## config.mk

```make
export PLATFORM = sky130hd
export DESIGN_NAME = scf_top
export DESIGN_NICKNAME = d
export VERILOG_FILES = /design/src/core/scf_pkg.sv /design/src/core/scf_crc3_serial.sv /design/src/core/scf_top.sv
export SDC_FILE = /design/constraint.sdc
export NUM_CORES = 1
export LEC_CHECK = 0
export ABC_AREA = 1
export BUFFER_PORTS_ARGS = -buffer_cell sky130_fd_sc_hd__buf_2
export CAP_MARGIN = 10
export CORE_MARGIN = 5
export CORE_UTILIZATION = 45
export DETAILED_ROUTE_END_ITERATION = 7
export MAX_ROUTING_LAYER = met4
export PLACE_DENSITY = 0.68
export SLEW_MARGIN = 10
export SYNTH_ARGS = -nofsm -noshare
export SYNTH_HDL_FRONTEND = slang
export SYNTH_SLANG_ARGS = --single-unit
```

## constraint.sdc

```tcl
create_clock -name clk_in -period 6.7 [get_ports clk_in]
set_clock_uncertainty 0.05 [all_clocks]
set_input_delay 0 -clock clk_in [delete_from_list [all_inputs] [get_ports clk_in]]
set_output_delay 0 -clock clk_in [all_outputs]
set_load 0.05 [all_outputs]
```

## src/core/scf_pkg.sv

```systemverilog
// Purpose: Constants for the SPI 3-bit CRC framing and status block
// Assumes: 32-bit frames, MSB first, one system clock of 250 MHz
// Notes:   Register offsets are byte addresses of 32-bit words
//
// Functional notes
// - CRC over all 32 command bits, fed MSB first as they arrive.
// - Bad command CRC: command dropped, serial-interface error response sent.
// - Checker shift register preset from the 3-bit configured seed.
// - Message and CRC shifted through; zero remainder valid, nonzero corrupt.
// - Both directions use x^3+x+1 with non-direct configured seed.
// - Response CRC over 29 response bits, seeded, message MSB first.
// - Three zero bits follow the message; final register is sent CRC.
// - With CRC mode on, sensor data responses carry a 4-bit counter.
// - One counter per source identifier, advanced on its responses, starts 0001.
// - Seed 111 reproduces example vectors; CRC fills bits 2 to 0.
// - Basic status sampled at slave select rising edge of previous command.
// - Register status: error 11, self-test 10, init 00, normal 01.
// - Sensor responses: self-test of addressed channel; detail 00, data unchanged.
// - Alternative status bit: same codes and priorities, other error detail.
package scf_pkg;
  // ==========================================================
  // Frame layout
  localparam int          FRAME_BITS   = 32;
  localparam logic [5:0]  FRAME_LAST   = 6'h20;
  localparam int          CMD_MSB      = 31;
  localparam int          CMD_LSB      = 28;
  localparam int          ST_LSB       = 26;
  localparam int          SD_LSB       = 14;
  localparam int          SF_LSB       = 8;
  localparam int          KAC_LSB      = 4;
  localparam int          RD_LSB       = 8;
  localparam logic [2:0]  CRC_POLY     = 3'h3;    // x^3 + x + 1
  localparam logic [2:0]  CRC_ZERO     = 3'h0;
  localparam logic [3:0]  KAC_INIT     = 4'h1;

  // ==========================================================
  // Basic status codes
  localparam logic [1:0]  ST_INIT      = 2'h0;
  localparam logic [1:0]  ST_NORMAL    = 2'h1;
  localparam logic [1:0]  ST_SELFTEST  = 2'h2;
  localparam logic [1:0]  ST_ERROR     = 2'h3;
  localparam logic [1:0]  SF_CLEAR     = 2'h0;

  // ==========================================================
  // Register map (byte addresses)
  localparam logic [7:0]  ADDR_CFG     = 8'h00;
  localparam logic [7:0]  ADDR_STEST   = 8'h04;
  localparam logic [7:0]  ADDR_ISTAT   = 8'h08;
  localparam logic [7:0]  ADDR_IMASK   = 8'h0C;
  localparam logic [7:0]  ADDR_LASTCMD = 8'h10;
  localparam logic [7:0]  ADDR_STATE   = 8'h14;
  // Config fields: seed [2:0], alt [3], crc_en [4], init [5]
  localparam int          CFG_ALT      = 3;
  localparam int          CFG_CRCEN    = 4;
  localparam int          CFG_INIT     = 5;
  localparam logic [5:0]  CFG_RESET    = 6'h17;   // seed 111, CRC on
  // Interrupt bits: [0] frame done, [1] CRC/frame error
  localparam int          IRQ_FRAME    = 0;
  localparam int          IRQ_CRCERR   = 1;

  // ==========================================================
  // One serial step of the CRC register, data rotated into LSB
  function automatic logic [2:0] crc3_step(input logic [2:0] r,
                                           input logic       d);
    crc3_step = {r[1:0], d} ^ (r[2] ? CRC_POLY : CRC_ZERO);
  endfunction

  // Response CRC: 29 message bits then three zeros
  function automatic logic [2:0] crc3_word(input logic [31:0] w,
                                           input logic [2:0]  seed);
    logic [2:0] r;
    r = seed;
    for (int i = FRAME_BITS - 1; i >= 0; i--) begin
      r = crc3_step(r, (i > 2) ? w[i] : 1'b0);
    end
    crc3_word = r;
  endfunction
endpackage

```

## src/core/scf_crc3_serial.sv

```systemverilog
// Purpose: Serial 3-bit CRC checker for incoming command bits
// Assumes: shift_in pulses once per received bit, MSB first
// Notes:   Remainder of zero after 32 bits means a clean command
module scf_crc3_serial
  import scf_pkg::*;
(
  input  wire logic       clk_in,
  input  wire logic       rst_n_in,
  input  wire logic       load_in,
  input  wire logic [2:0] seed_in,
  input  wire logic       shift_in,
  input  wire logic       bit_in,
  output logic      [2:0] rem_out
);
  // ==========================================================
  // Shift register, preset at frame start
  always_ff @(posedge clk_in or negedge rst_n_in) begin
    if (!rst_n_in) begin
      rem_out <= CRC_ZERO;
    end else if (load_in) begin
      rem_out <= seed_in;
    end else if (shift_in) begin
      rem_out <= crc3_step(rem_out, bit_in);
    end
  end
endmodule

```

## src/core/scf_top.sv

```systemverilog
// Purpose: SPI slave framing with 3-bit CRC, status and message counter
// Assumes: SPI mode 0 pins sampled by clk_in far faster than sclk
// Notes:   Each response answers the previous frame (pipelined)
//
// The address map and the Wishbone interface to the registers were left to the implementer.
module scf_top
  import scf_pkg::*;
#(
  parameter int NUM_SRC = 8
)(
  input  wire logic        clk_in,
  input  wire logic        rst_n_in,
  // Wishbone classic slave
  input  wire logic        wb_cyc_in,
  input  wire logic        wb_stb_in,
  input  wire logic        wb_we_in,
  input  wire logic [7:0]  wb_adr_in,
  input  wire logic [3:0]  wb_sel_in,
  input  wire logic [31:0] wb_dat_in,
  output logic      [31:0] wb_dat_out,
  output logic             wb_ack_out,
  output logic             irq_out,
  // SPI pins
  input  wire logic        spi_sclk_in,
  input  wire logic        spi_ss_n_in,
  input  wire logic        spi_mosi_in,
  output logic             spi_miso_out,
  // Device side
  input  wire logic [11:0] sensor_ch0_in,
  input  wire logic [11:0] sensor_ch1_in,
  input  wire logic [15:0] reg_rdata_in,
  input  wire logic        internal_error_in,
  input  wire logic [1:0]  err_detail_in,
  input  wire logic [1:0]  err_detail_alt_in,
  output logic             cmd_valid_out,
  output logic      [31:0] cmd_word_out
);
  import scf_pkg::*;

  // ==========================================================
  // Pin synchronisers, then a third stage on sclk and select for edge detection
  logic [2:0] sclk_sy_r;
  logic [2:0] ss_sy_r;
  logic [1:0] mosi_sy_r;
  always_ff @(posedge clk_in or negedge rst_n_in) begin
    if (!rst_n_in) begin
      sclk_sy_r <= 3'h0;
      ss_sy_r   <= 3'h7;
      mosi_sy_r <= 2'h0;
    end else begin
      sclk_sy_r <= {sclk_sy_r[1:0], spi_sclk_in};
      ss_sy_r   <= {ss_sy_r[1:0], spi_ss_n_in};
      mosi_sy_r <= {mosi_sy_r[0], spi_mosi_in};
    end
  end

  logic sclk_rise;
  logic sclk_fall;
  logic ss_fall;
  logic ss_rise;
  logic sel_act;
  assign sclk_rise = sclk_sy_r[1] & ~sclk_sy_r[2];
  assign sclk_fall = ~sclk_sy_r[1] & sclk_sy_r[2];
  assign ss_fall   = ~ss_sy_r[1] & ss_sy_r[2];
  assign ss_rise   = ss_sy_r[1] & ~ss_sy_r[2];
  assign sel_act   = ~ss_sy_r[1];

  // ==========================================================
  // Configuration and status registers
  logic [5:0]  cfg_r;
  logic [7:0]  self_test_control_r;
  logic [1:0]  irq_stat_r;
  logic [1:0]  irq_mask_r;
  logic [31:0] last_cmd_r;
  logic [1:0]  basic_status_field_r;
  logic [2:0]  crc_seed_field;
  logic        alt_status;
  logic        crc_en;
  logic        init_complete_flag;
  assign crc_seed_field     = cfg_r[2:0];
  assign alt_status         = cfg_r[CFG_ALT];
  assign crc_en             = cfg_r[CFG_CRCEN];
  assign init_complete_flag = cfg_r[CFG_INIT];

  logic wb_hit;
  logic wb_wr;
  assign wb_hit = wb_cyc_in & wb_stb_in & ~wb_ack_out;
  // Writes land on the edge where the master sees ack high
  assign wb_wr  = wb_cyc_in & wb_stb_in & wb_ack_out & wb_we_in &
                  wb_sel_in[0];

  // ==========================================================
  // Bus answer one cycle after the strobe; unmapped reads as zero
  always_ff @(posedge clk_in or negedge rst_n_in) begin
    if (!rst_n_in) begin
      wb_ack_out <= 1'b0;
      wb_dat_out <= 32'h0;
    end else begin
      wb_ack_out <= wb_hit;
      if (wb_hit) begin
        case (wb_adr_in)
          ADDR_CFG:     wb_dat_out <= {26'h0, cfg_r};
          ADDR_STEST:   wb_dat_out <= {24'h0, self_test_control_r};
          ADDR_ISTAT:   wb_dat_out <= {30'h0, irq_stat_r};
          ADDR_IMASK:   wb_dat_out <= {30'h0, irq_mask_r};
          ADDR_LASTCMD: wb_dat_out <= last_cmd_r;
          ADDR_STATE:   wb_dat_out <= {30'h0, basic_status_field_r};
          default:      wb_dat_out <= 32'h0;
        endcase
      end
    end
  end

  // Writable control registers, low byte lane only
  always_ff @(posedge clk_in or negedge rst_n_in) begin
    if (!rst_n_in) begin
      cfg_r               <= CFG_RESET;
      self_test_control_r <= 8'h0;
      irq_mask_r          <= 2'h0;
    end else if (wb_wr) begin
      case (wb_adr_in)
        ADDR_CFG:   cfg_r               <= wb_dat_in[5:0];
        ADDR_STEST: self_test_control_r <= wb_dat_in[7:0];
        ADDR_IMASK: irq_mask_r          <= wb_dat_in[1:0];
        default:    cfg_r               <= cfg_r;
      endcase
    end
  end

  // ==========================================================
  // Receive shift register and bit counter
  logic [31:0] rx_r;
  logic [5:0]  bit_cnt_r;
  logic        rx_shift;
  assign rx_shift = sel_act & sclk_rise;
  always_ff @(posedge clk_in or negedge rst_n_in) begin
    if (!rst_n_in) begin
      rx_r      <= 32'h0;
      bit_cnt_r <= 6'h0;
    end else if (ss_fall) begin
      bit_cnt_r <= 6'h0;
    end else if (rx_shift) begin
      rx_r      <= {rx_r[30:0], mosi_sy_r[1]};  // MSB first
      // Saturate past the frame length so long frames are refused
      if (bit_cnt_r != '1) begin
        bit_cnt_r <= bit_cnt_r + 6'h1;
      end
    end
  end

  // Serial checker runs alongside the receiver
  logic [2:0] chk_rem;
  scf_crc3_serial u_chk (
    .clk_in   (clk_in),
    .rst_n_in (rst_n_in),
    .load_in  (ss_fall),
    .seed_in  (crc_seed_field),
    .shift_in (rx_shift),
    .bit_in   (mosi_sy_r[1]),
    .rem_out  (chk_rem)
  );

  // ==========================================================
  // Frame verdict at slave select release
  logic       frame_ok;
  logic       is_sensor;
  logic [2:0] source_identifier;
  logic       chan;
  assign frame_ok = (bit_cnt_r == FRAME_LAST) &&
                    (!crc_en || chk_rem == CRC_ZERO);
  assign is_sensor         = rx_r[CMD_LSB];
  assign source_identifier = rx_r[CMD_MSB:CMD_LSB+1];
  assign chan              = rx_r[CMD_LSB+1];

  // Status priority: error, self-test, init, normal
  function automatic logic [1:0] basic_code(input logic err,
                                            input logic stest,
                                            input logic init);
    if (err)        basic_code = ST_ERROR;
    else if (stest) basic_code = ST_SELFTEST;
    else if (!init) basic_code = ST_INIT;
    else            basic_code = ST_NORMAL;
  endfunction

  logic       stest_any;
  logic       stest_chan;
  logic [1:0] st_reg;
  logic [1:0] st_sen;
  logic [1:0] detailed_status_field;
  assign stest_any  = |self_test_control_r;
  assign stest_chan = chan ? |self_test_control_r[7:4]
                           : |self_test_control_r[3:0];
  // Alternative mapping keeps codes; only error detail changes
  assign st_reg = basic_code(internal_error_in, stest_any,
                             init_complete_flag);
  assign st_sen = basic_code(internal_error_in, stest_chan,
                             init_complete_flag);
  assign detailed_status_field = !internal_error_in ? SF_CLEAR :
                                 alt_status ? err_detail_alt_in
                                            : err_detail_in;

  // ==========================================================
  // Per-source message counters
  logic [3:0] message_counter_r [NUM_SRC];
  logic       kac_adv;
  assign kac_adv = ss_rise & frame_ok & is_sensor & crc_en;
  always_ff @(posedge clk_in or negedge rst_n_in) begin
    if (!rst_n_in) begin
      for (int i = 0; i < NUM_SRC; i++) begin
        message_counter_r[i] <= KAC_INIT;
      end
    end else if (kac_adv) begin
      // Plain 4-bit add wraps 1111 to 0000
      message_counter_r[source_identifier] <=
        message_counter_r[source_identifier] + 4'h1;
    end
  end

  // ==========================================================
  // Response word assembly for the next frame
  logic [31:0] resp_nxt;
  logic [31:0] body;
  logic [3:0]  echo;
  logic [11:0] sd;
  always_comb begin
    echo = {rx_r[CMD_LSB], rx_r[CMD_MSB:CMD_LSB+1]};
    sd   = chan ? sensor_ch1_in : sensor_ch0_in;
    body = 32'h0;
    if (!frame_ok) begin
      // Bad CRC or length: error frame, command echo cleared
      body[ST_LSB+1:ST_LSB] = ST_ERROR;
    end else if (is_sensor) begin
      body[CMD_MSB:CMD_LSB]  = echo;
      body[ST_LSB+1:ST_LSB]  = st_sen;
      body[SD_LSB+11:SD_LSB] = sd;
      body[SF_LSB+1:SF_LSB]  = detailed_status_field;
      if (crc_en) begin
        body[KAC_LSB+3:KAC_LSB] =
          message_counter_r[source_identifier];
      end
    end else begin
      body[CMD_MSB:CMD_LSB] = echo;
      body[ST_LSB+1:ST_LSB] = st_reg;
      body[RD_LSB+15:RD_LSB] = reg_rdata_in;
    end
    resp_nxt = body;
    if (crc_en) begin
      resp_nxt[2:0] = crc3_word(body, crc_seed_field);
    end
  end

  // ==========================================================
  // Latch response, status and events at slave select release
  logic [31:0] tx_r;
  always_ff @(posedge clk_in or negedge rst_n_in) begin
    if (!rst_n_in) begin
      tx_r                 <= 32'h0;
      basic_status_field_r <= ST_INIT;
      last_cmd_r           <= 32'h0;
      cmd_valid_out        <= 1'b0;
      cmd_word_out         <= 32'h0;
    end else begin
      cmd_valid_out <= ss_rise & frame_ok;
      if (ss_rise) begin
        tx_r                 <= resp_nxt;
        basic_status_field_r <= resp_nxt[ST_LSB+1:ST_LSB];
        last_cmd_r           <= rx_r;
        if (frame_ok) begin
          cmd_word_out <= rx_r;
        end
      end
    end
  end

  // ==========================================================
  // Transmit: first bit at select fall, then on each sclk fall
  logic [31:0] tx_sh_r;
  always_ff @(posedge clk_in or negedge rst_n_in) begin
    if (!rst_n_in) begin
      tx_sh_r      <= 32'h0;
      spi_miso_out <= 1'b0;
    end else if (ss_fall) begin
      tx_sh_r      <= {tx_r[30:0], 1'b0};
      spi_miso_out <= tx_r[31];
    end else if (sel_act && sclk_fall) begin
      tx_sh_r      <= {tx_sh_r[30:0], 1'b0};
      spi_miso_out <= tx_sh_r[31];
    end
  end

  // ==========================================================
  // Sticky events, write one to clear; a new event beats the clear
  logic [1:0] ev;
  logic [1:0] w1c;
  assign ev[IRQ_FRAME]  = ss_rise & frame_ok;
  assign ev[IRQ_CRCERR] = ss_rise & ~frame_ok;
  assign w1c = (wb_wr && wb_adr_in == ADDR_ISTAT) ? wb_dat_in[1:0] : 2'h0;
  always_ff @(posedge clk_in or negedge rst_n_in) begin
    if (!rst_n_in) begin
      irq_stat_r <= 2'h0;
      irq_out    <= 1'b0;
    end else begin
      irq_stat_r <= (irq_stat_r & ~w1c) | ev;
      irq_out    <= |(((irq_stat_r & ~w1c) | ev) & irq_mask_r);
    end
  end
endmodule

```

# Word-level counts from Yosys, hierarchy flattened
# Index checks and enable logic that the tools add are counted.
# word_totals
reg_bits,264
output_inout_bits,68
# op_classes
add_sub_neg,2
magnitude_cmp,2
eq_ne,7
muxes,70
bitwise_logic,59
reduce_logical,21
# ops
op,count
$pmux W32 S6,1
$xor A3 B2 Y3,32
$mux W2,43
$mux W32,2
$bwmux W32,1
$mux W4,7
$mux W6,4
$mux W22,1
$eq A8 B4 Y1 const B,2
$eq A8 B5 Y1 const B,2
$and A1 B1 Y1,14
$bmux W4 S3,1
$demux W4 S3,1
$mux W12,1
$reduce_and A2 Y1,6
$mux W10,1
$mux W3,3
$eq A8 B3 Y1 const B,1
$logic_not A8 Y1,1
$reduce_or A4 Y1,2
$reduce_or A8 Y1,1
$not A1 Y1,7
$add A6 B1 Y6 const B,1
$eq A6 B6 Y1 const B,1
other kinds (16),25

# Longest topological paths before layout
# depth
depth_word,70
depth_mapped,45
mapped_depth_nobuf,45

# By module
# A second synthesis with hierarchy kept.
# unflattened
hier_cells,1520
area_unflattened_um2,12293.0
# modules_own_cells
mod,instances,cells_each,area_per_inst_um2,seq_area_each_um2
scf_top,1,1493,12121.6,6475.0
scf_crc3_serial,1,27,171.4,75.1

# Least setup slack after synthesis
# Ideal clock, no wire load.
# synth_path
path_kind,flip-flop to flip-flop
from,register bit_cnt_r[0]
to,register tx_r[2]
setup_ns,0.116
arrival_time_ns,3.497
required_ns,6.534
path_slack_ns,3.036
path_stages_with_launch,44
path_buffers,0
cell_sequence,dfrtp_1 inv_1 ha_1 nand3_2 nor2_8 nand2_4 nor2_4 nand2_2 nand2_4 inv_2 nand2_1 nand2_1 nand2_1 nand3_2 nand2_1 nand2_2 nand2_4 nand2_1 (+8 left out) nand2_2 nand2_2 nand2_2 nand2_1 nand2_1 nand2_1 nand2_1 nand2_1 nand2_1 nand2_1 nand2_1 nand2_1 nand3_1 nand2_1 nand2_1 nand2_1 nand2_1 nand2_1
# synth_between
elab_chain_cells,50
elab_cells_between_ends,66
cone_classes,eq/ne (1); mux (32); bitwise (32); reduce/logical (1)
# synth_lines
item,line,source
start: declaration,scf_top.sv:133,logic [5:0] bit_cnt_r;
start signal: assignment,scf_top.sv:146,bit_cnt_r <= bit_cnt_r + 6'h1;
$eq A6 B6 Y1 *,scf_top.sv:169,assign frame_ok = (bit_cnt_r == FRAME_LAST) &&
$logic_and A1 B1 Y1 *,scf_top.sv:169,
$mux W4,scf_top.sv:229,if (!frame_ok) begin
$xor A3 B2 Y3 (3 in series),scf_pkg.sv:65,"crc3_step = {r[1:0], d} ^ (r[2] ? CRC_POLY : CRC_ZERO);"
$mux W2,scf_pkg.sv:65,
$xor A3 B2 Y3 (2 in series),scf_pkg.sv:65,
$mux W2 / $xor A3 B2 Y3 (equally long branches),scf_pkg.sv:65,
$xor A3 B2 Y3 / $mux W2 (equally long branches),scf_pkg.sv:65,
(+28 left out),-,
$mux W2 / $xor A3 B2 Y3 (equally long branches),scf_pkg.sv:65,
$xor A3 B2 Y3 / $mux W2 (equally long branches),scf_pkg.sv:65,
$xor A3 B2 Y3,scf_pkg.sv:65,
$mux W2 / $xor A3 B2 Y3 (equally long branches),scf_pkg.sv:65,
$xor A3 B2 Y3 * (2 in series),scf_pkg.sv:65,
$mux W2 / $xor A3 B2 Y3 (equally long branches),scf_pkg.sv:65,
$xor A3 B2 Y3 * (3 in series),scf_pkg.sv:65,
$mux W3 *,scf_top.sv:247,if (crc_en) begin
end signal: assignment,scf_top.sv:265,tx_r <= resp_nxt;
end: declaration,scf_top.sv:254,logic [31:0] tx_r;
# Every way passes the cells marked *; elsewhere a longest branch is shown, timed or not.
# A chain may end at the register's enable or synchronous reset.

# Final worst setup path
# layout_path
from,register rx_r[28]
to,register tx_r[2]
# layout_between
elab_chain_cells,49
elab_cells_between_ends,69
cone_classes,mux (37); bitwise (32)
# layout_lines
item,line,source
start: declaration,scf_top.sv:132,logic [31:0] rx_r;
start signal: assignment,scf_top.sv:143,"rx_r <= {rx_r[30:0], mosi_sy_r[1]};"
$mux W6,scf_top.sv:232,end else if (is_sensor) begin
$mux W4,scf_top.sv:229,
$xor A3 B2 Y3 (3 in series),scf_pkg.sv:65,
$mux W2,scf_pkg.sv:65,
$xor A3 B2 Y3 (2 in series),scf_pkg.sv:65,
$mux W2 / $xor A3 B2 Y3 (equally long branches),scf_pkg.sv:65,
$xor A3 B2 Y3 / $mux W2 (equally long branches),scf_pkg.sv:65,
$xor A3 B2 Y3,scf_pkg.sv:65,
(+27 left out),-,
$mux W2 / $xor A3 B2 Y3 (equally long branches),scf_pkg.sv:65,
$xor A3 B2 Y3 / $mux W2 (equally long branches),scf_pkg.sv:65,
$xor A3 B2 Y3,scf_pkg.sv:65,
$mux W2 / $xor A3 B2 Y3 (equally long branches),scf_pkg.sv:65,
$xor A3 B2 Y3 * (2 in series),scf_pkg.sv:65,
$mux W2 / $xor A3 B2 Y3 (equally long branches),scf_pkg.sv:65,
$xor A3 B2 Y3 * (3 in series),scf_pkg.sv:65,
$mux W3 *,scf_top.sv:247,
# Marks and branches as above.

==> out/results.ini <==
[job]
maxCapViolCount = 0

[hold_path]
hp-class = in2reg

[worst_setup_path]
critPathSlowestCell = dfrtp_1
worstPathArrival_ns = 5.26
critical_path_class = reg2reg
worst-endpoint-required_ns = 7.09
cp_slowest_stage_delay_ns = 0.68
endpoint_kind = flip-flop
crit_fanout = 17
cp_common_cell = nand2_1
start_kind = flip-flop

[cells_and_area]
ff_latch_area_mm2 = 0.00655
fill_cells = 2493
multi_input_comb_area_mm2 = 0.00500
final_cell_mix = nand2_1 (520), dfrtp_1 (246), o21ai_0 (209), inv_1 (142), buf_2 (136)
drive_gt1_share_pct = 16.1
layout.cells.most_common = nand2_1
syn2layout_area_growth_pct = 18.1
fin_nets = 1810
fin_area_mm2 = 0.0146

[routing]
antenna_left = 0
drt-wirelength-per-cell_um = 15.2
drt_iter0_drc = 875
first_pass_iters = 5
vias = 10700
wirelength_mm = 31.5
vias_per_cell = 5.17
drc_errors = 0

[clock_network]
numClockSinks = 261
cts.clk_slew.worst_paths_ns = 0.06
cts_setup_buffers = 0
cts_made_buffers = 27
root_buffer = clkbuf_16
h-tree-depth = 1
cts_tree = built
clock_latency_ns = 0.55
cts_resized = 0
clock_path_buffers = 3

[place]
placed_area_mm2 = 0.0134
dp_hpwl_mm = 21.5
port_buffers = 137
gp_congestion = 0.892

[logic_synthesis]
async_flop_share_pct = 100
ys_warn_count = 0
syn_inst = 1554
synth_cell_types = 41
yosys_most_used_dff = dfrtp_1
yosysSeqAreaShare_pct = 52.9
synth_area_mm2 = 0.0124
synth_edf_count = 0
ys_ff_latch = 261
synth_nets = 1654
synth_area_per_cell_um2 = 7.96

[sta]
slew_headroom_pct = 30.1
rsz0062_at_grt = false
tns_ns = 0
period_share_pct = 72.7
setup_violations = 0
maxSlewViolCount = 0
tightestPinTransition_ns = 1.05
fin_crit_ns = 4.87
hold_viol = 0
clock.fmax_ghz = 0.205

[floorplanning]
io_pins = 165
fp.dieW_um = 176
dieArea_mm2 = 0.0309
initial_core_util_pct = 45.8
die_h_um = 176
core_region_area_mm2 = 0.0270
row_count = 60

[status]
status = completed

[grt]
grt_pass1_vias = 10400
grt_pass1_wl_mm = 52.1
track_usage_pct = 20.8
grt_start_max_net_pins = 145
antenna_found_initial = 1
gr-total-overflow = 0

[pwr]
max-vdd-ir-drop_v = 0.000204
p_leak_nw = 7.02
power.density_mw_per_mm2 = 246

-- cell families (layout without fill, tap and decap cells) --
group / after synthesis / count (layout) / share of synthesized area [%]
XOR/XNOR: 3 / 3 / 0.212
adder cells (fa/ha/maj): 3 / 3 / 0.303
other: 0 / 1 / 0
AND/OR/NAND/NOR: 770 / 770 / 26.3
AO/OA/AOI/OAI: 291 / 291 / 13.0
flip-flops: 261 / 261 / 52.9
buffers and inverters: 220 / 397 / 6.73
multiplexers: 6 / 6 / 0.536
-- worst paths after layout --
check | from | endpoint | slack [ns] | cells past startpoint
max in group asynchronous | rst_n_in | tx_r[17] | 5.31 | 3
worst min register to register | mosi_sy_r[0] | mosi_sy_r[1] | 0.30 | 0
worst max register to register | rx_r[28] | tx_r[2] | 1.83 | 35
worst min-delay path | sensor_ch1_in[11] | tx_r[25] | 0.01 | 5
min in group asynchronous | rst_n_in | cmd_word_out[17] | 0.02 | 2
worst max-delay path | rx_r[28] | tx_r[2] | 1.83 | 35
-- worst max-delay path: cells and delay by family, from the launching register on --
family / cells / cell delay, ns
DFF: 1 / 0.68
AOI/OAI and AO/OA: 2 / 0.48
and+or+nand+nor: 30 / 2.67
buffers and inverters: 3 / 0.86
-- per-stage QoR --
stage	hold WS, ns	power (mW)	std cells	utilization, %	setup WS, ns
floorplan	-0.346	2.02	1554	-	3.04
global placement	0.0649	2.14	1981	49.4	2.04
detailed placement	0.0602	2.16	1981	49.4	1.94
CTS	0.0147	3.62	2072	54.1	1.93
global route	0.0183	3.77	2073	54.1	1.32
finish	0.0133	3.59	2073	54.1	1.83
-- synthesized netlist by cell type, types with 2 or more instances --
cell	instances	share of area (%)
nand3b_1	3	0.18
nand2_1	520	16
nor4_1	4	0.20
a22o_1	3	0.21
o221ai_1	4	0.28
nor2_1	92	2.8
a21oi_1	8	0.32
clkbuf_1	55	1.7
dfrtp_1	246	50
inv_2	14	0.42
a221oi_1	7	0.50
o31ai_1	9	0.55
clkinv_1	3	0.091
nand2_2	32	1.6
a22oi_1	3	0.18
nor2_2	2	0.10
buf_2	2	0.081
ha_1	3	0.30
a31oi_1	30	1.5
nand3_1	76	3.1
o21ai_0	209	8.5
mux2_2	5	0.46
nor2_4	2	0.18
inv_1	143	4.3
buf_1	2	0.061
xnor2_1	2	0.14
o22ai_1	14	0.71
nand2_4	4	0.36
dfstp_2	15	3.2
nor3_1	16	0.65
nand3_2	10	0.81
nand4_1	7	0.35
-- layout make-up --
class | instances | share of cell area, %
sequential | 261 | 44.8
multi-input combinational | 1073 | 34.2
timing repair buffer | 187 | 8.12
clock buffer | 35 | 4.97
inverter | 160 | 4.11
tap | 341 | 2.92
clock inverter | 15 | 0.805
antenna | 1 | 0.0171
-- where the power goes --
| group | switching, mW | internal [mW] | leakage (nW) | total, mW |
|---|---|---|---|---|
| clock | 0.636 | 0.808 | 0.425 | 1.44 |
| combinational | 0.313 | 0.160 | 3.13 | 0.473 |
| sequential | 0.0372 | 1.64 | 3.47 | 1.68 |
-- flip-flops by register name, summed over array words and instances, names as in the netlist, 2 cells and up --
signal and flops:
irq_stat_r 2, last_cmd_r 32, bit_cnt_r 6, cmd_word_out 32, mosi_sy_r 2, self_test_control_r 8, message_counter_r 32, rx_r 32
u_chk.rem_out 3, cfg_r 6, wb_dat_out 32, ss_sy_r 3, tx_r 30, sclk_sy_r 3, irq_mask_r 2, tx_sh_r 31
-- what timing repair did --
action / 4_1_cts / 5_1_grt
hold endpoints to repair: 171 / 0
hold buffers: 41 / 0
endpoints found under the setup margin: 0 / 0
-- per-layer routing --
layer	track usage, %	share of wire, %
met5	-	0
met4	5.10	2.4
met3	2.91	5.0
met2	33.5	48
met1	28.3	45
Power figures use the tool's default switching activity.
